`src/rtl/i2c_addr_pkg.sv`:
```
// constants for the two-wire slave address match block
package i2c_addr_pkg;
  localparam logic [6:0] OWN_ADDR_RST   = 7'h08;
  localparam logic [6:0] OWN_ADDR_MAX   = 7'h7F;
  localparam int         SYS_CLK_HZ     = 50_000_000;
  localparam int         OVS_NORMAL     = 16;
  localparam int         OVS_SLOW       = 32;
  localparam int         RATE_50K       = 50_000;
  localparam int         RATE_100K      = 100_000;
  localparam int         RATE_400K      = 400_000;
  localparam int         RATE_1000K     = 1_000_000;
  localparam logic [1:0] RATE_SEL_50K   = 2'h0;
  localparam logic [1:0] RATE_SEL_100K  = 2'h1;
  localparam logic [1:0] RATE_SEL_400K  = 2'h2;
  localparam logic [1:0] RATE_SEL_1000K = 2'h3;
  localparam int DIV_50K   = SYS_CLK_HZ / (RATE_50K * OVS_SLOW);
  localparam int DIV_100K  = SYS_CLK_HZ / (RATE_100K * OVS_NORMAL);
  localparam int DIV_400K  = SYS_CLK_HZ / (RATE_400K * OVS_NORMAL);
  localparam int DIV_1000K = SYS_CLK_HZ / (RATE_1000K * OVS_NORMAL);
  localparam logic [1:0] MODE_SLAVE     = 2'h0;
  localparam logic [1:0] MODE_MASTER    = 2'h1;
  localparam logic [1:0] MODE_MULTI     = 2'h2;
  localparam logic [1:0] MODE_MULTI_SLV = 2'h3;
  localparam logic [1:0] PINS_ANY       = 2'h0;
  localparam logic [1:0] PINS_SET_A     = 2'h1;
  localparam logic [1:0] PINS_SET_B     = 2'h2;
endpackage : i2c_addr_pkg

```
`src/rtl/i2c_addr_match.sv`:
```
// two-wire slave front end: oversampling, address recognition, stretch, wake
//
// Notes on behaviour
// - the first byte after a start is compared with a 7-bit right-justified own address, reset value 8.
// - when the mode holds no slave operation the own address is ignored and nothing is recognised.
// - ten-bit addresses are not decoded here; software decode must be used and the cpu checks byte two.
// - under hardware decode a foreign address is refused with a not-acknowledge, no cpu involved.
// - under hardware decode an own address raises the cpu event and holds the clock line low until serviced.
// - wake on match works only with hardware decode and a dedicated pin set.
// - wake on match is off after reset unless enabled and must be armed on entry to sleep.
// - the fixed build divides the system clock to oversample by 32 at 50 kbps and 16 otherwise.
// - with the external enable option the pins split into inputs and low-drive outputs.
// - direction is named from the master: the read/write bit high means the master reads.
// - the active-high reset input holds the block idle and releases the bus; the port has no default value.
// - in split use the clock low-drive output holds the clock line low during a stall.
`timescale 1ns/10ps
module i2c_addr_match #(
  parameter bit FIXED_BUILD = 1'h1,
  parameter bit EXT_OE      = 1'h0
) (
  input  wire logic       clk,
  input  wire logic       rst_n,
  input  wire logic       blk_reset,
  input  wire logic       ovs_clk_en,
  input  wire logic [1:0] rate_sel,
  input  wire logic [1:0] mode_sel,
  input  wire logic [6:0] own_addr,
  input  wire logic       sw_decode,
  input  wire logic [1:0] pin_set,
  input  wire logic       wake_enable,
  input  wire logic       sleep_req,
  input  wire logic       cpu_ack,
  input  wire logic       cpu_nak,
  input  wire logic       sda_in,
  input  wire logic       scl_in,
  output logic            sda_out,
  output logic            sda_oe,
  output logic            scl_out,
  output logic            scl_oe,
  output logic            sda_drv_low,
  output logic            scl_drv_low,
  output logic            addr_event,
  output logic [7:0]      addr_byte,
  output logic            master_reads,
  output logic            addr_busy,
  output logic            wake_out
);

  typedef enum logic [2:0] {
    ST_IDLE,
    ST_SHIFT,
    ST_WAIT_CPU,
    ST_ACK,
    ST_ACK_END,
    ST_SKIP
  } state_t;

  localparam int LINE_SDA = 0;
  localparam int LINE_SCL = 1;

  // refuse divider counts that the 8-bit divider cannot hold
  if (i2c_addr_pkg::DIV_50K < 1 || i2c_addr_pkg::DIV_50K > 256) begin : g_bad_div_50k
    $error("slow rate divider out of range");
  end
  if (i2c_addr_pkg::DIV_100K < 1 || i2c_addr_pkg::DIV_100K > 256) begin : g_bad_div_100k
    $error("standard rate divider out of range");
  end
  if (i2c_addr_pkg::DIV_400K < 1 || i2c_addr_pkg::DIV_400K > 256) begin : g_bad_div_400k
    $error("fast rate divider out of range");
  end
  if (i2c_addr_pkg::DIV_1000K < 1 || i2c_addr_pkg::DIV_1000K > 256) begin : g_bad_div_1000k
    $error("top rate divider out of range");
  end

  logic       held;
  logic [7:0] div_q;
  logic [7:0] div_d;
  logic [7:0] div_top;
  logic       div_wrap;
  logic       tick;
  logic [1:0] line_in;
  logic [1:0] sync1_q;
  logic [1:0] sync2_q;
  logic [1:0] samp_q;
  logic [1:0] samp_d;
  logic       sda_now;
  logic       scl_now;
  logic       sda_samp;
  logic       scl_samp;
  logic       scl_rise;
  logic       scl_fall;
  logic       start_cond;
  logic       stop_cond;
  logic       slave_mode;
  logic       addr_hit;
  logic       byte_done;
  logic       dedicated;
  logic       wake_ok;
  logic       enter_shift;
  logic       take_bit;
  logic       load_byte;
  logic       match_end;
  state_t     state_q;
  state_t     state_d;
  logic [7:0] shift_q;
  logic [7:0] shift_d;
  logic [3:0] bit_cnt_q;
  logic [3:0] bit_cnt_d;
  logic       event_q;
  logic       event_d;
  logic [7:0] abyte_q;
  logic [7:0] abyte_d;
  logic       stretch_q;
  logic       stretch_d;
  logic       ack_low_q;
  logic       ack_low_d;
  logic       wake_armed_q;
  logic       wake_armed_d;
  logic       wake_q;
  logic       wake_d;

  assign held = blk_reset;

  // oversampling tick: fixed build divides the system clock, the other takes an enable
  assign div_top  = (rate_sel == i2c_addr_pkg::RATE_SEL_50K)  ? 8'(i2c_addr_pkg::DIV_50K - 1) :
                    (rate_sel == i2c_addr_pkg::RATE_SEL_100K) ? 8'(i2c_addr_pkg::DIV_100K - 1) :
                    (rate_sel == i2c_addr_pkg::RATE_SEL_400K) ? 8'(i2c_addr_pkg::DIV_400K - 1) :
                    8'(i2c_addr_pkg::DIV_1000K - 1);
  assign div_wrap = (div_q >= div_top);
  assign div_d    = (held || div_wrap) ? 8'h00 : div_q + 8'h01;
  assign tick     = FIXED_BUILD ? (div_q == div_top) : ovs_clk_en;

  always_ff @(posedge clk or negedge rst_n) begin
    if (!rst_n) begin
      div_q <= 8'h00;
    end else begin
      div_q <= div_d;
    end
  end

  assign line_in = {scl_in, sda_in};

  // two-stage synchroniser per line, then a sample taken at each tick
  for (genvar i = 0; i < 2; i++) begin : g_sync
    assign samp_d[i] = tick ? sync2_q[i] : samp_q[i];
    always_ff @(posedge clk or negedge rst_n) begin
      if (!rst_n) begin
        sync1_q[i] <= 1'h1;
        sync2_q[i] <= 1'h1;
        samp_q[i]  <= 1'h1;
      end else begin
        sync1_q[i] <= line_in[i];
        sync2_q[i] <= sync1_q[i];
        samp_q[i]  <= samp_d[i];
      end
    end
  end

  assign sda_now  = sync2_q[LINE_SDA];
  assign scl_now  = sync2_q[LINE_SCL];
  assign sda_samp = samp_q[LINE_SDA];
  assign scl_samp = samp_q[LINE_SCL];

  assign scl_rise   = tick && !scl_samp && scl_now;
  assign scl_fall   = tick && scl_samp && !scl_now;
  assign start_cond = tick && scl_now && scl_samp && sda_samp && !sda_now;
  assign stop_cond  = tick && scl_now && scl_samp && !sda_samp && sda_now;

  assign slave_mode  = (mode_sel == i2c_addr_pkg::MODE_SLAVE) ||
                       (mode_sel == i2c_addr_pkg::MODE_MULTI_SLV);
  assign addr_hit    = (shift_q[7:1] == own_addr);
  assign byte_done   = (bit_cnt_q == 4'h8);
  assign dedicated   = (pin_set == i2c_addr_pkg::PINS_SET_A) ||
                       (pin_set == i2c_addr_pkg::PINS_SET_B);
  assign wake_ok     = wake_enable && !sw_decode && dedicated;
  assign enter_shift = start_cond && (state_d == ST_SHIFT);
  assign take_bit    = (state_q == ST_SHIFT) && scl_rise && !byte_done;
  assign load_byte   = (state_q == ST_SHIFT) && (state_d == ST_WAIT_CPU);
  assign match_end   = (state_q == ST_SHIFT) && byte_done && addr_hit;

  always_comb begin
    state_d = state_q;
    unique case (state_q)
      ST_IDLE: begin
        if (start_cond && slave_mode) begin
          state_d = ST_SHIFT;
        end
      end
      ST_SHIFT: begin
        if (byte_done && sw_decode) begin
          state_d = ST_WAIT_CPU;
        end else if (byte_done && addr_hit) begin
          state_d = ST_WAIT_CPU;
        end else if (byte_done) begin
          state_d = ST_SKIP;
        end
      end
      ST_WAIT_CPU: begin
        if (cpu_ack) begin
          state_d = ST_ACK;
        end else if (cpu_nak) begin
          state_d = ST_SKIP;
        end
      end
      ST_ACK: begin
        if (scl_rise) begin
          state_d = ST_ACK_END;
        end
      end
      ST_ACK_END: begin
        if (scl_fall) begin
          state_d = ST_IDLE;
        end
      end
      ST_SKIP: begin
        state_d = ST_SKIP;
      end
    endcase
    if (stop_cond || (start_cond && state_q != ST_IDLE)) begin
      state_d = (start_cond && slave_mode) ? ST_SHIFT : ST_IDLE;
    end
    if (!slave_mode || held) begin
      state_d = ST_IDLE;
    end
  end

  // next values; sda stays low through the whole ninth clock so no false stop appears
  assign bit_cnt_d    = (held || enter_shift) ? 4'h0 :
                        take_bit ? bit_cnt_q + 4'h1 : bit_cnt_q;
  assign shift_d      = take_bit ? {shift_q[6:0], sda_now} : shift_q;
  assign abyte_d      = load_byte ? shift_q : abyte_q;
  assign event_d      = load_byte;
  assign stretch_d    = (state_d == ST_WAIT_CPU) && !scl_samp;
  assign ack_low_d    = (state_d == ST_ACK) || (state_d == ST_ACK_END);
  assign wake_armed_d = (held || !sleep_req) ? 1'h0 : (wake_ok ? 1'h1 : wake_armed_q);
  assign wake_d       = !held && wake_armed_q && sleep_req && !sw_decode && match_end;

  always_ff @(posedge clk or negedge rst_n) begin
    if (!rst_n) begin
      state_q <= ST_IDLE;
    end else begin
      state_q <= state_d;
    end
  end

  always_ff @(posedge clk or negedge rst_n) begin
    if (!rst_n) begin
      shift_q <= 8'h00;
    end else begin
      shift_q <= shift_d;
    end
  end

  always_ff @(posedge clk or negedge rst_n) begin
    if (!rst_n) begin
      bit_cnt_q <= 4'h0;
    end else begin
      bit_cnt_q <= bit_cnt_d;
    end
  end

  always_ff @(posedge clk or negedge rst_n) begin
    if (!rst_n) begin
      event_q <= 1'h0;
    end else begin
      event_q <= event_d;
    end
  end

  always_ff @(posedge clk or negedge rst_n) begin
    if (!rst_n) begin
      abyte_q <= 8'h00;
    end else begin
      abyte_q <= abyte_d;
    end
  end

  always_ff @(posedge clk or negedge rst_n) begin
    if (!rst_n) begin
      stretch_q <= 1'h0;
    end else begin
      stretch_q <= stretch_d;
    end
  end

  always_ff @(posedge clk or negedge rst_n) begin
    if (!rst_n) begin
      ack_low_q <= 1'h0;
    end else begin
      ack_low_q <= ack_low_d;
    end
  end

  always_ff @(posedge clk or negedge rst_n) begin
    if (!rst_n) begin
      wake_armed_q <= 1'h0;
    end else begin
      wake_armed_q <= wake_armed_d;
    end
  end

  always_ff @(posedge clk or negedge rst_n) begin
    if (!rst_n) begin
      wake_q <= 1'h0;
    end else begin
      wake_q <= wake_d;
    end
  end

  assign sda_drv_low  = ack_low_q;
  assign scl_drv_low  = stretch_q;
  assign sda_out      = 1'h0;
  assign scl_out      = 1'h0;
  assign sda_oe       = EXT_OE ? 1'h0 : ack_low_q;
  assign scl_oe       = EXT_OE ? 1'h0 : stretch_q;
  assign addr_event   = event_q;
  assign addr_byte    = abyte_q;
  assign master_reads = abyte_q[0];
  assign addr_busy    = (state_q != ST_IDLE);
  assign wake_out     = wake_q;
endmodule : i2c_addr_match

```
`config.mk`:
```
export PLATFORM = sky130hd
export DESIGN_NAME = i2c_addr_match
export DESIGN_NICKNAME = d
export VERILOG_FILES = /design/src/rtl/i2c_addr_pkg.sv /design/src/rtl/i2c_addr_match.sv
export SDC_FILE = /design/constraint.sdc
export NUM_CORES = 1
export LEC_CHECK = 0
export ABC_CLOCK_PERIOD_IN_PS = 2200
export BUFFER_PORTS_ARGS = -buffer_cell sky130_fd_sc_hd__buf_2
export CAP_MARGIN = 10
export CORE_MARGIN = 10
export CORE_UTILIZATION = 49
export DETAILED_ROUTE_END_ITERATION = 8
export PLACE_DENSITY = 0.84
export SYNTH_ARGS = -nofsm -noshare
export SYNTH_HDL_FRONTEND = slang
export SYNTH_SLANG_ARGS = --single-unit
export TNS_END_PERCENT = 30
```
`constraint.sdc`:
```
create_clock -name clk -period 2.2 [get_ports clk]
set_input_delay 0 -clock clk [delete_from_list [all_inputs] [get_ports clk]]
set_output_delay 0 -clock clk [all_outputs]
set_load 0.02 [all_outputs]
```
==> results of run 1 <==
-- worst min-delay path, stage by stage --
cell	delay [ns]
buf_2	0.07
a31oi_1	0.07
nor2b_1	0.11
-- what timing repair did --
action,CTS,global route
endpoints found under the hold margin,41,0
setup endpoints to repair,13,22
hold buffers,4,0
resized for setup,4,9
setup buffers,4,1
pin swaps,4,4
-- power by group --
group	internal (mW)	switching, mW
logic	0.0411	0.0548
clock network	0.220	0.261
registers	0.782	0.00418
-- final cells by class --
cell class,count,area (sq um),share of cell area (%)
clock buffers,6,72.6,2.70
clock inverters,2,10.0,0.373
inverters,7,26.3,0.978
multi-input cells,130,1050,39.1
flip-flops and latches,42,1060,39.4
well taps,50,62.6,2.33
repair buffers,64,407,15.1
-- kinds of logic (layout without fill, tap and decap cells) --
logic type      after synthesis  in the layout
buf+inv                      19             79
flops                        42             42
xor+xnor                     15             15
fa+ha+maj                     7              7
compound gates               24             24
other cells                   1              4
simple gates                 61             61
mux                          19             19
-- registers in the layout, summed over array words and instances (netlist names), 2 cells and up --
| signal | count |
|---|---|
| state_q | 3 |
| addr_byte | 8 |
| bit_cnt_q | 4 |
| shift_q | 8 |
| sync1_q | 2 |
| div_q | 8 |
-- cells in the mapped netlist, drive strengths merged, types with 4 or more instances --
library cell	count
nor2	13
ha	7
inv	7
o22ai	4
mux2	17
nand2	9
dfstp	6
o21ai	5
buf	8
nor3	10
dfrtp	36
a21oi	6
nand3	5
xnor2	12
clkbuf	4
-- routing by layer --
layer	vias to the layer above	wire, microns	track usage [%]
met2	67	2380	22.4
met1	750	2050	15.5
met5	-	0	0
li1	775	-	-
met3	12	382	4.26
met4	0	146	7.49
-- path summary, 6_finish.rpt --
| path | slack (ns) | end | startpoint |
|---|---|---|---|
| max | -0.10 | sda_drv_low | div_q[3] |
| min | -0.005 | wake_armed_q | wake_enable |
| max reg2reg | -0.10 | sda_drv_low | div_q[3] |
| min reg2reg | 0.36 | scl_now | sync1_q[1] |
| max in group asynchronous | 1.27 | shift_q[4] | rst_n |
| min in group asynchronous | 0.37 | div_q[0] | rst_n |
==> metrics, run 1 <==
total wire length 4960 microns; router iterations before antenna repair 4; initial antenna violation count 0; LEAKAGE 1.31 nW; Synth top area share 42.2%; number of global-route vias before repair 1710; commonest non-fill, non-tap cell in the layout buf_2; Bufs and invs on worst path 0; Congestion Overflow GR 0; Slew headroom 40.4%; Data required, critical path 2.38 ns; TritonCTS clock tree built; Max Clk Rate 0.434 GHz; Final Non-Filler Cells 301; Crit Path Max Fanout 3; share of cells above drive strength 1 41.4%; CTS sink count 42; fill cell count 304; slowest CP cell or4b_1; Max-cap violations 0; CP cell instances ha_4 -> and4_1 -> nand2_1 -> or4b_1 -> a311oi_2 -> or3_4 -> mux2i_1; num ports 42; nature of the critical path endpoint flip-flop; maximum clock path buffer count 2; Compound-Gate Fraction of Synth Area 7.21%; Final setup viols 20; synthesized area 0.00214 sq mm; Min Hold Slack -0.00542 ns; n_diodes 0; WL/cell 16.5 microns; first-pass GRT wire length 8140 microns; DP Area 0.00246 sq mm; Worst Tran Pin Value 0.894 ns; dpl hpwl 3500 microns; worst reg2reg path depth 7; pre-CTS WS -0.179 ns; CP Depth 7; top post-synthesis cells by area dfrtp_1, dfstp_2, mux2_4, xnor2_1, ha_1; H-tree levels 2; Critical Path Start Type flip-flop; height of the die 86.0 microns; Synth Area in Simple Gates 17.1%; min Tclk post-route 2.30 ns; CP Class reg2reg; #FFs+latches synth 42; Final period util 105%; 1st-iter DRT viols 109; power per cell area 507 mW/mm^2; final core utilization 65.3%; RSZ-0062 raised after global routing yes; Vias/cell 5.33; Hold Path Depth 3; failing checks hold timing, setup timing; top_reg_cell synth dfrtp_1; Area Growth Syn to Fin 25.8%; status finished, violations left; Peak VDD IR 0.305 mV; number of cells produced by synthesis 188; XOR/XNOR Fraction of Synth Area 6.15%; worst skew pair latency 0.30 ns; gr usage total 13.7%; mean post-synth cell area 11.4 sq um; Setup TNS -1.18 ns; Max Clock Skew 0.00928 ns; Design Area, Final 0.00269 sq mm; routed via count 1604; Initial Util 51.9%; Post-synth EDFFs 0; Nets 281; Worst-path clk slew 0.08 ns; final hold viol count 1; root buffer cell clkbuf_8; DIE WIDTH 86.0 microns; crit path DAT 2.49 ns; ys async rst share 100%; main combinational cell family by area after synthesis simple AND/OR/NAND/NOR gates; Final WS setup -0.103 ns; Synthesis Warnings 0; die footprint 0.00740 sq mm; dpl cells 284; Core Region 0.00412 sq mm; post-synthesis mux area share 11.3%; sequential area share after synthesis 49.6%; Antenna Violating Nets Remaining 0; DRC Markers 0; gpl congestion 0.885; Synth area leader dfrtp_1; largest net degree at the start of global routing 43; CTS buffer count 5; crit-path leading delay family simple AND/OR/NAND/NOR gates; count of cell types in the netlist 48; commonest non-fill, non-tap cells in the layout buf_2, dfrtp_1, buf_4, xnor2_1, nor2_1; max-slew violation count 0; Worst Hold Class in2reg; Synth Area in Adders 4.10%; FP Rows 23; Worst path max stage delay 0.53 ns; # port buffers 38; total power 1.36 mW
Note: power is estimated with default switching activity, not from simulation.
==> inputs of run 2 (changes only) <==
--- a/config.mk
+++ b/config.mk
@@ -5,13 +5,14 @@
 export SDC_FILE = /design/constraint.sdc
 export NUM_CORES = 1
 export LEC_CHECK = 0
-export ABC_CLOCK_PERIOD_IN_PS = 2200
+export ABC_CLOCK_PERIOD_IN_PS = 2150
 export BUFFER_PORTS_ARGS = -buffer_cell sky130_fd_sc_hd__buf_2
 export CAP_MARGIN = 10
 export CORE_MARGIN = 10
-export CORE_UTILIZATION = 49
+export CORE_UTILIZATION = 56
+export CTS_BUF_LIST = sky130_fd_sc_hd__clkbuf_4
 export DETAILED_ROUTE_END_ITERATION = 8
-export PLACE_DENSITY = 0.84
+export PLACE_DENSITY = 0.9
 export SYNTH_ARGS = -nofsm -noshare
 export SYNTH_HDL_FRONTEND = slang
 export SYNTH_SLANG_ARGS = --single-unit
==> constraint.sdc (replaced) <==
create_clock -name clk -period 2.15 [get_ports clk]
set_input_delay 0 -clock clk [delete_from_list [all_inputs] [get_ports clk]]
set_output_delay 0 -clock clk [all_outputs]
set_load 0.02 [all_outputs]
==> run 2 against run 1 <==
The flow finishes with violations (setup timing). Critical path depth increased by 1. Worst hold slack improved by 0.018 ns. Setup slack improved by 0.011 ns. Clock-buffer cell count increased by 1. First-iteration DRC count increased by 5.5%. Highest routed layer unchanged. Final cell count increased by 2.3%. Flip-flop and latch count unchanged.
==> metrics, run 2 (synthesis gave the netlist of run 1 again) <==
crit path DAT 2.47 ns (-0.02 ns); TritonCTS clock tree built; Final Non-Filler Cells 308 (+2.3%); RSZ-0062 raised after global routing yes; Final setup viols 17 (-15%); CTS sink count 42 (unchanged); power per cell area 465 mW/mm^2 (-8.3%); Worst path max stage delay 0.43 ns (-0.10 ns); Core Region 0.00366 sq mm (-11%); die footprint 0.00668 sq mm (-9.7%); number of global-route vias before repair 1664 (-2.7%); Worst-path clk slew 0.12 ns (+0.04 ns); Max-cap violations 0 (unchanged); largest net degree at the start of global routing 43 (unchanged); Max Clk Rate 0.446 GHz (+2.7%); share of cells above drive strength 1 43.8% (+2.4 points); commonest non-fill, non-tap cell in the layout buf_2; Antenna Violating Nets Remaining 0 (unchanged); Hold Path Depth 4 (+1); Area Growth Syn to Fin 29.5%; gpl congestion 0.948 (+7.2%); FP Rows 22 (-4.3%); root buffer cell clkbuf_4; worst reg2reg path depth 8 (+1); dpl hpwl 3340 microns (-4.6%); WL/cell 15.7 microns (-5.0%); Final period util 104% (-0.40 points); slowest CP cell dfrtp_1; first-pass GRT wire length 7800 microns (-4.2%); Congestion Overflow GR 0 (unchanged); commonest non-fill, non-tap cells in the layout buf_2, dfrtp_1, buf_4, xnor2_1, nor2_1; Critical Path Start Type flip-flop; maximum clock path buffer count 2 (unchanged); Initial Util 58.3% (+6.4 points); LEAKAGE 1.33 nW (+1.7%); min Tclk post-route 2.24 ns (-0.0608 ns); Peak VDD IR 0.518 mV (+70%); Data required, critical path 2.37 ns (about the same); final core utilization 75.6% (+10 points); worst skew pair latency 0.34 ns (+0.04 ns); routed via count 1646 (+2.6%); nature of the critical path endpoint flip-flop; Worst Tran Pin Value 0.882 ns (-0.0117 ns); CTS buffer count 5 (unchanged); DIE WIDTH 81.8 microns (-5.0%); Max Clock Skew 0.0219 ns (+0.0126 ns); # port buffers 38 (unchanged); H-tree levels 2 (unchanged); status finished, violations left; Vias/cell 5.34 (+0.29%); num ports 42 (unchanged); final hold viol count 0 (-1); height of the die 81.8 microns (-5.0%); gr usage total 14.8% (+1.1 points); router iterations before antenna repair 4 (unchanged); Worst Hold Class in2reg; n_diodes 0 (unchanged); Nets 290 (+3.2%); Slew headroom 41.2% (+0.78 points); DRC Markers 0 (unchanged); dpl cells 287 (+1.1%); Final WS setup -0.0919 ns (+0.0108 ns); initial antenna violation count 0 (unchanged); total wire length 4830 microns (-2.7%); failing checks setup timing; CP Class reg2reg; Crit Path Max Fanout 8 (+5); CP cell instances ha_4 -> nand4_1 -> buf_4 -> nor2_2 -> a311o_1 -> nor3_4 -> buf_12 -> mux2_4; max-slew violation count 0 (unchanged); fill cell count 240 (-21%); 1st-iter DRT viols 115 (+5.5%)
run 2: stage by stage:
stage                     setup WS [ns]  power (mW)  cell area (sq um)  setup TNS, ns  hold WS (ns)
final                           -0.0919        1.29               2770         -0.884        0.0130
after global routing             -0.179        1.34               2770          -2.08        0.0174
after CTS                       -0.0913        1.29               2750         -0.597       0.00333
after detailed placement         -0.171       0.909               2510          -1.93         0.106
after global placement          -0.0825       0.906               2510         -0.745         0.105
after floorplan                -0.00624       0.860               2170       -0.00624        -0.296
run 2: repair_timing:
action,CTS,global route
hold buffers,6,0
gates resized for setup,9,4
buffers inserted,6,1
pin swaps,4,2
setup endpoints to repair,22,23
endpoints found under the hold margin,44,0
run 2: worst max-delay path: cells and delay by family (launching register included):
kind                     cells  cell delay, ns
multiplexers                 1            0.30
AO/OA/AOI/OAI                1            0.40
AND/OR/NAND/NOR              3            0.44
buffers and inverters        2            0.33
adder cells (fa/ha/maj)      1            0.23
flip-flops                   1            0.43
run 2: final cells by class:
class / count / area, sq um / share of cell area, %
clock buffers: 7 / 52.6 / 1.90
clock inverters: 1 / 3.75 / 0.136
inverters: 7 / 26.3 / 0.950
multi-input cells: 130 / 1080 / 39.1
flip-flops and latches: 42 / 1060 / 38.3
well taps: 48 / 60.1 / 2.17
repair buffers: 73 / 484 / 17.5
run 2: worst paths after layout:
| path | from | to | slack, ns |
|---|---|---|---|
| min reg2reg | sync1_q[0] | sda_now | 0.36 |
| min in group asynchronous | rst_n | bit_cnt_q[3] | 0.31 |
| min | own_addr[3] | wake_out | 0.01 |
| max reg2reg | div_q[3] | addr_byte[2] | -0.09 |
| max | div_q[3] | addr_byte[2] | -0.09 |
| max in group asynchronous | rst_n | bit_cnt_q[0] | 1.28 |
run 2: routing by layer:
layer	vias to the layer above	part of all wire, %	routed length (microns)	track usage, %
met3	8	5.5	265	3.28
met4	0	1.7	81	4.76
met5	-	0	0	0
li1	795	-	-	-
met1	795	40	1950	16.7
met2	48	52	2520	26.8
run 2: power breakdown:
| group | switching, mW | leakage [nW] | internal, mW |
|---|---|---|---|
| Combinational | 0.0567 | 0.734 | 0.0475 |
| Clock | 0.228 | 0.0338 | 0.151 |
| Sequential | 0.00375 | 0.561 | 0.801 |
==> inputs of run 3 (changes only) <==
--- a/config.mk
+++ b/config.mk
@@ -12,7 +12,7 @@
 export CORE_UTILIZATION = 56
 export CTS_BUF_LIST = sky130_fd_sc_hd__clkbuf_4
 export DETAILED_ROUTE_END_ITERATION = 8
-export PLACE_DENSITY = 0.9
+export PLACE_DENSITY = 0.81
 export SYNTH_ARGS = -nofsm -noshare
 export SYNTH_HDL_FRONTEND = slang
 export SYNTH_SLANG_ARGS = --single-unit
==> run 3 against run 2 <==
The run still ends with setup timing left. Total power is 11% higher. Design area up 1.4%. Setup slack lost 0.10 ns. Flip-flop and latch count unchanged. Utilization up 1.1 points. Global-route usage is 1.2 points higher. Via count is 2.5% higher. Non-clock buffer count up 2. Critical path depth fell by 1. Sequential power about the same. First-iteration DRC count grew 37%. Sequential share of layout area decreased by 0.53 points. Largest power group unchanged.
==> metrics, run 3 (synthesis gave the netlist of run 1 again) <==
status finished, violations left; failing checks setup timing; first-pass GRT wire length 8220 microns (+5.5%); gr usage total 15.9% (+1.2 points); Initial Util 58.3% (unchanged); power per cell area 509 mW/mm^2 (+9.4%); n_diodes 0 (unchanged); DIE WIDTH 81.8 microns (unchanged); commonest non-fill, non-tap cells in the layout buf_2, dfrtp_1, buf_4, nor2_1, xnor2_1; DRC Markers 0 (unchanged); Core Region 0.00366 sq mm (unchanged); Worst Hold Class in2reg; largest net degree at the start of global routing 43 (unchanged); height of the die 81.8 microns (unchanged); WL/cell 16.4 microns (+4.5%); num ports 42 (unchanged); Max-cap violations 0 (unchanged); maximum clock path buffer count 2 (unchanged); dpl cells 290 (+1.0%); initial antenna violation count 0 (unchanged); dpl hpwl 3500 microns (+4.9%); Clk pwr share 35.7% (+6.3 points); Min-Delay Endpoint wake_out; Worst Tran Pin Value 0.904 ns (+0.0220 ns); Crit Path Max Fanout 9 (+1); LEAKAGE 1.35 nW (+1.6%); Slew headroom 39.7% (-1.5 points); commonest non-fill, non-tap cell in the layout buf_2; worst skew pair latency 0.34 ns (about the same); Worst-path clk slew 0.11 ns (about the same); number of global-route vias before repair 1742 (+4.7%); Sw Share 21.1% (-1.3 points); Final WS setup -0.195 ns (-0.103 ns); Area Growth Syn to Fin 31.3%; RSZ-0062 raised after global routing yes; Internal 1.13 mW (+13%); Peak VDD IR 0.488 mV (-5.9%); share of cells above drive strength 1 43.1% (-0.72 points); worst reg2reg path depth 7 (-1); pre-CTS WS -0.190 ns (-0.0191 ns); Final setup viols 14 (-3); TritonCTS clock tree built; CP cell instances or4b_4 -> nor4_4 -> o22ai_2 -> a21oi_2 -> nor3_4 -> buf_12 -> mux2_4; Max Clock Skew 0.00236 ns (-0.0195 ns); gpl congestion 0.906 (-4.4%); min-delay src own_addr[4]; Congestion Overflow GR 0 (unchanged); Final Non-Filler Cells 310 (+0.65%); CTS sink count 42 (unchanged); Critical Path Start Type flip-flop; Vias/cell 5.44 (+1.8%); NetSw 0.301 mW (+4.4%); Final period util 109% (+4.8 points); R2R Path Start scl_now; CP Class reg2reg; max-slew violation count 0 (unchanged); total wire length 5070 microns (+5.1%); crit path DAT 2.59 ns (+0.12 ns); # port buffers 38 (unchanged); crit-path leading delay family simple AND/OR/NAND/NOR gates; min Tclk post-route 2.35 ns (+0.103 ns); Bufs and invs on worst path 1 (-1); Hold Path Depth 5 (+1); Antenna Violating Nets Remaining 0 (unchanged); Seq pwr share 56.4% (-6.1 points); die footprint 0.00668 sq mm (unchanged); worst reg2reg endpoint addr_byte[3]; nature of the critical path endpoint flip-flop; final hold viol count 0 (unchanged); slowest CP cell dfstp_2; CTS buffer count 5 (unchanged); Worst R2R Setup Slack -0.20 ns (-0.10 ns); FP Rows 22 (unchanged); H-tree levels 2 (unchanged); Design Area, Final 0.00281 sq mm (+1.4%); Max Clk Rate 0.426 GHz (-4.4%); routed via count 1687 (+2.5%); DP Area 0.00254 sq mm (+0.90%); router iterations before antenna repair 4 (unchanged); Nets 292 (+0.69%); Data required, critical path 2.39 ns (+0.02 ns); root buffer cell clkbuf_4; 1st-iter DRT viols 158 (+37%); Comb pwr share 8.0% (about the same); Worst path max stage delay 0.54 ns (+0.11 ns)
run 3: area by class of cell:
cell class / count / area, sq um
Clock buffer: 7 / 52.6
Clock inverter: 1 / 30.0
Fill cell: 240 / 856
Inverter: 7 / 26.3
Multi-Input combinational cell: 130 / 1070
Sequential cell: 42 / 1060
Tap cell: 48 / 60.1
Timing Repair Buffer: 75 / 508
run 3: tightest hold or removal path: cells and delay by family:
kind / cells / cell delay (ns)
buffers and inverters: 2 / 0.21
xor gates and xnor gates: 1 / 0.06
and+or+nand+nor: 2 / 0.15
run 3: repair_timing:
| item | 4_1_cts | 5_1_grt |
|---|---|---|
| pin swaps | 6 | 5 |
| setup buffers | 3 | 2 |
| setup endpoints to repair | 20 | 23 |
| hold buffers | 7 | 1 |
| hold endpoints to repair | 44 | 1 |
| gates resized for setup | 5 | 6 |
run 3: per-stage QoR:
step / hold slack (ns) / power, mW / utilization (%) / TNS, ns
final: 0.109 / 1.43 / 76.6 / -1.84
after global routing: 0.110 / 1.49 / 76.6 / -3.38
after CTS: 0.00547 / 1.43 / 75.3 / -1.20
after detailed placement: 0.108 / 0.911 / 69.3 / -1.62
after global placement: 0.105 / 0.908 / 69.3 / -0.965
after floorplan: -0.296 / 0.860 / - / -0.00624
run 3: power by group through the flow:
| stage | clock network, mW | registers, mW | logic (mW) |
|---|---|---|---|
| final | 0.509 | 0.805 | 0.114 |
| after CTS | 0.522 | 0.805 | 0.107 |
| after floorplan | 0 | 0.819 | 0.0407 |
| after global placement | 0 | 0.819 | 0.0886 |
| after detailed placement | 0 | 0.820 | 0.0912 |
| after global routing | 0.560 | 0.806 | 0.127 |
run 3: how the worst max path moves through the flow:
stage               startpoint      endpoint  cells past startpoint
floorplan             div_q[2]   sda_drv_low                      7
global placement      div_q[2]   sda_drv_low                      7
detailed placement    div_q[2]   sda_drv_low                      7
CTS                    scl_now  addr_byte[3]                      7
global route           scl_now   sda_drv_low                      7
finish                 scl_now  addr_byte[3]                      7
run 3: layer usage:
metal  share of wire, %  global-route usage, %
met5                  0                      0
met2                 50                   25.5
met3                7.1                   5.79
met4                1.8                   5.95
met1                 41                   19.3
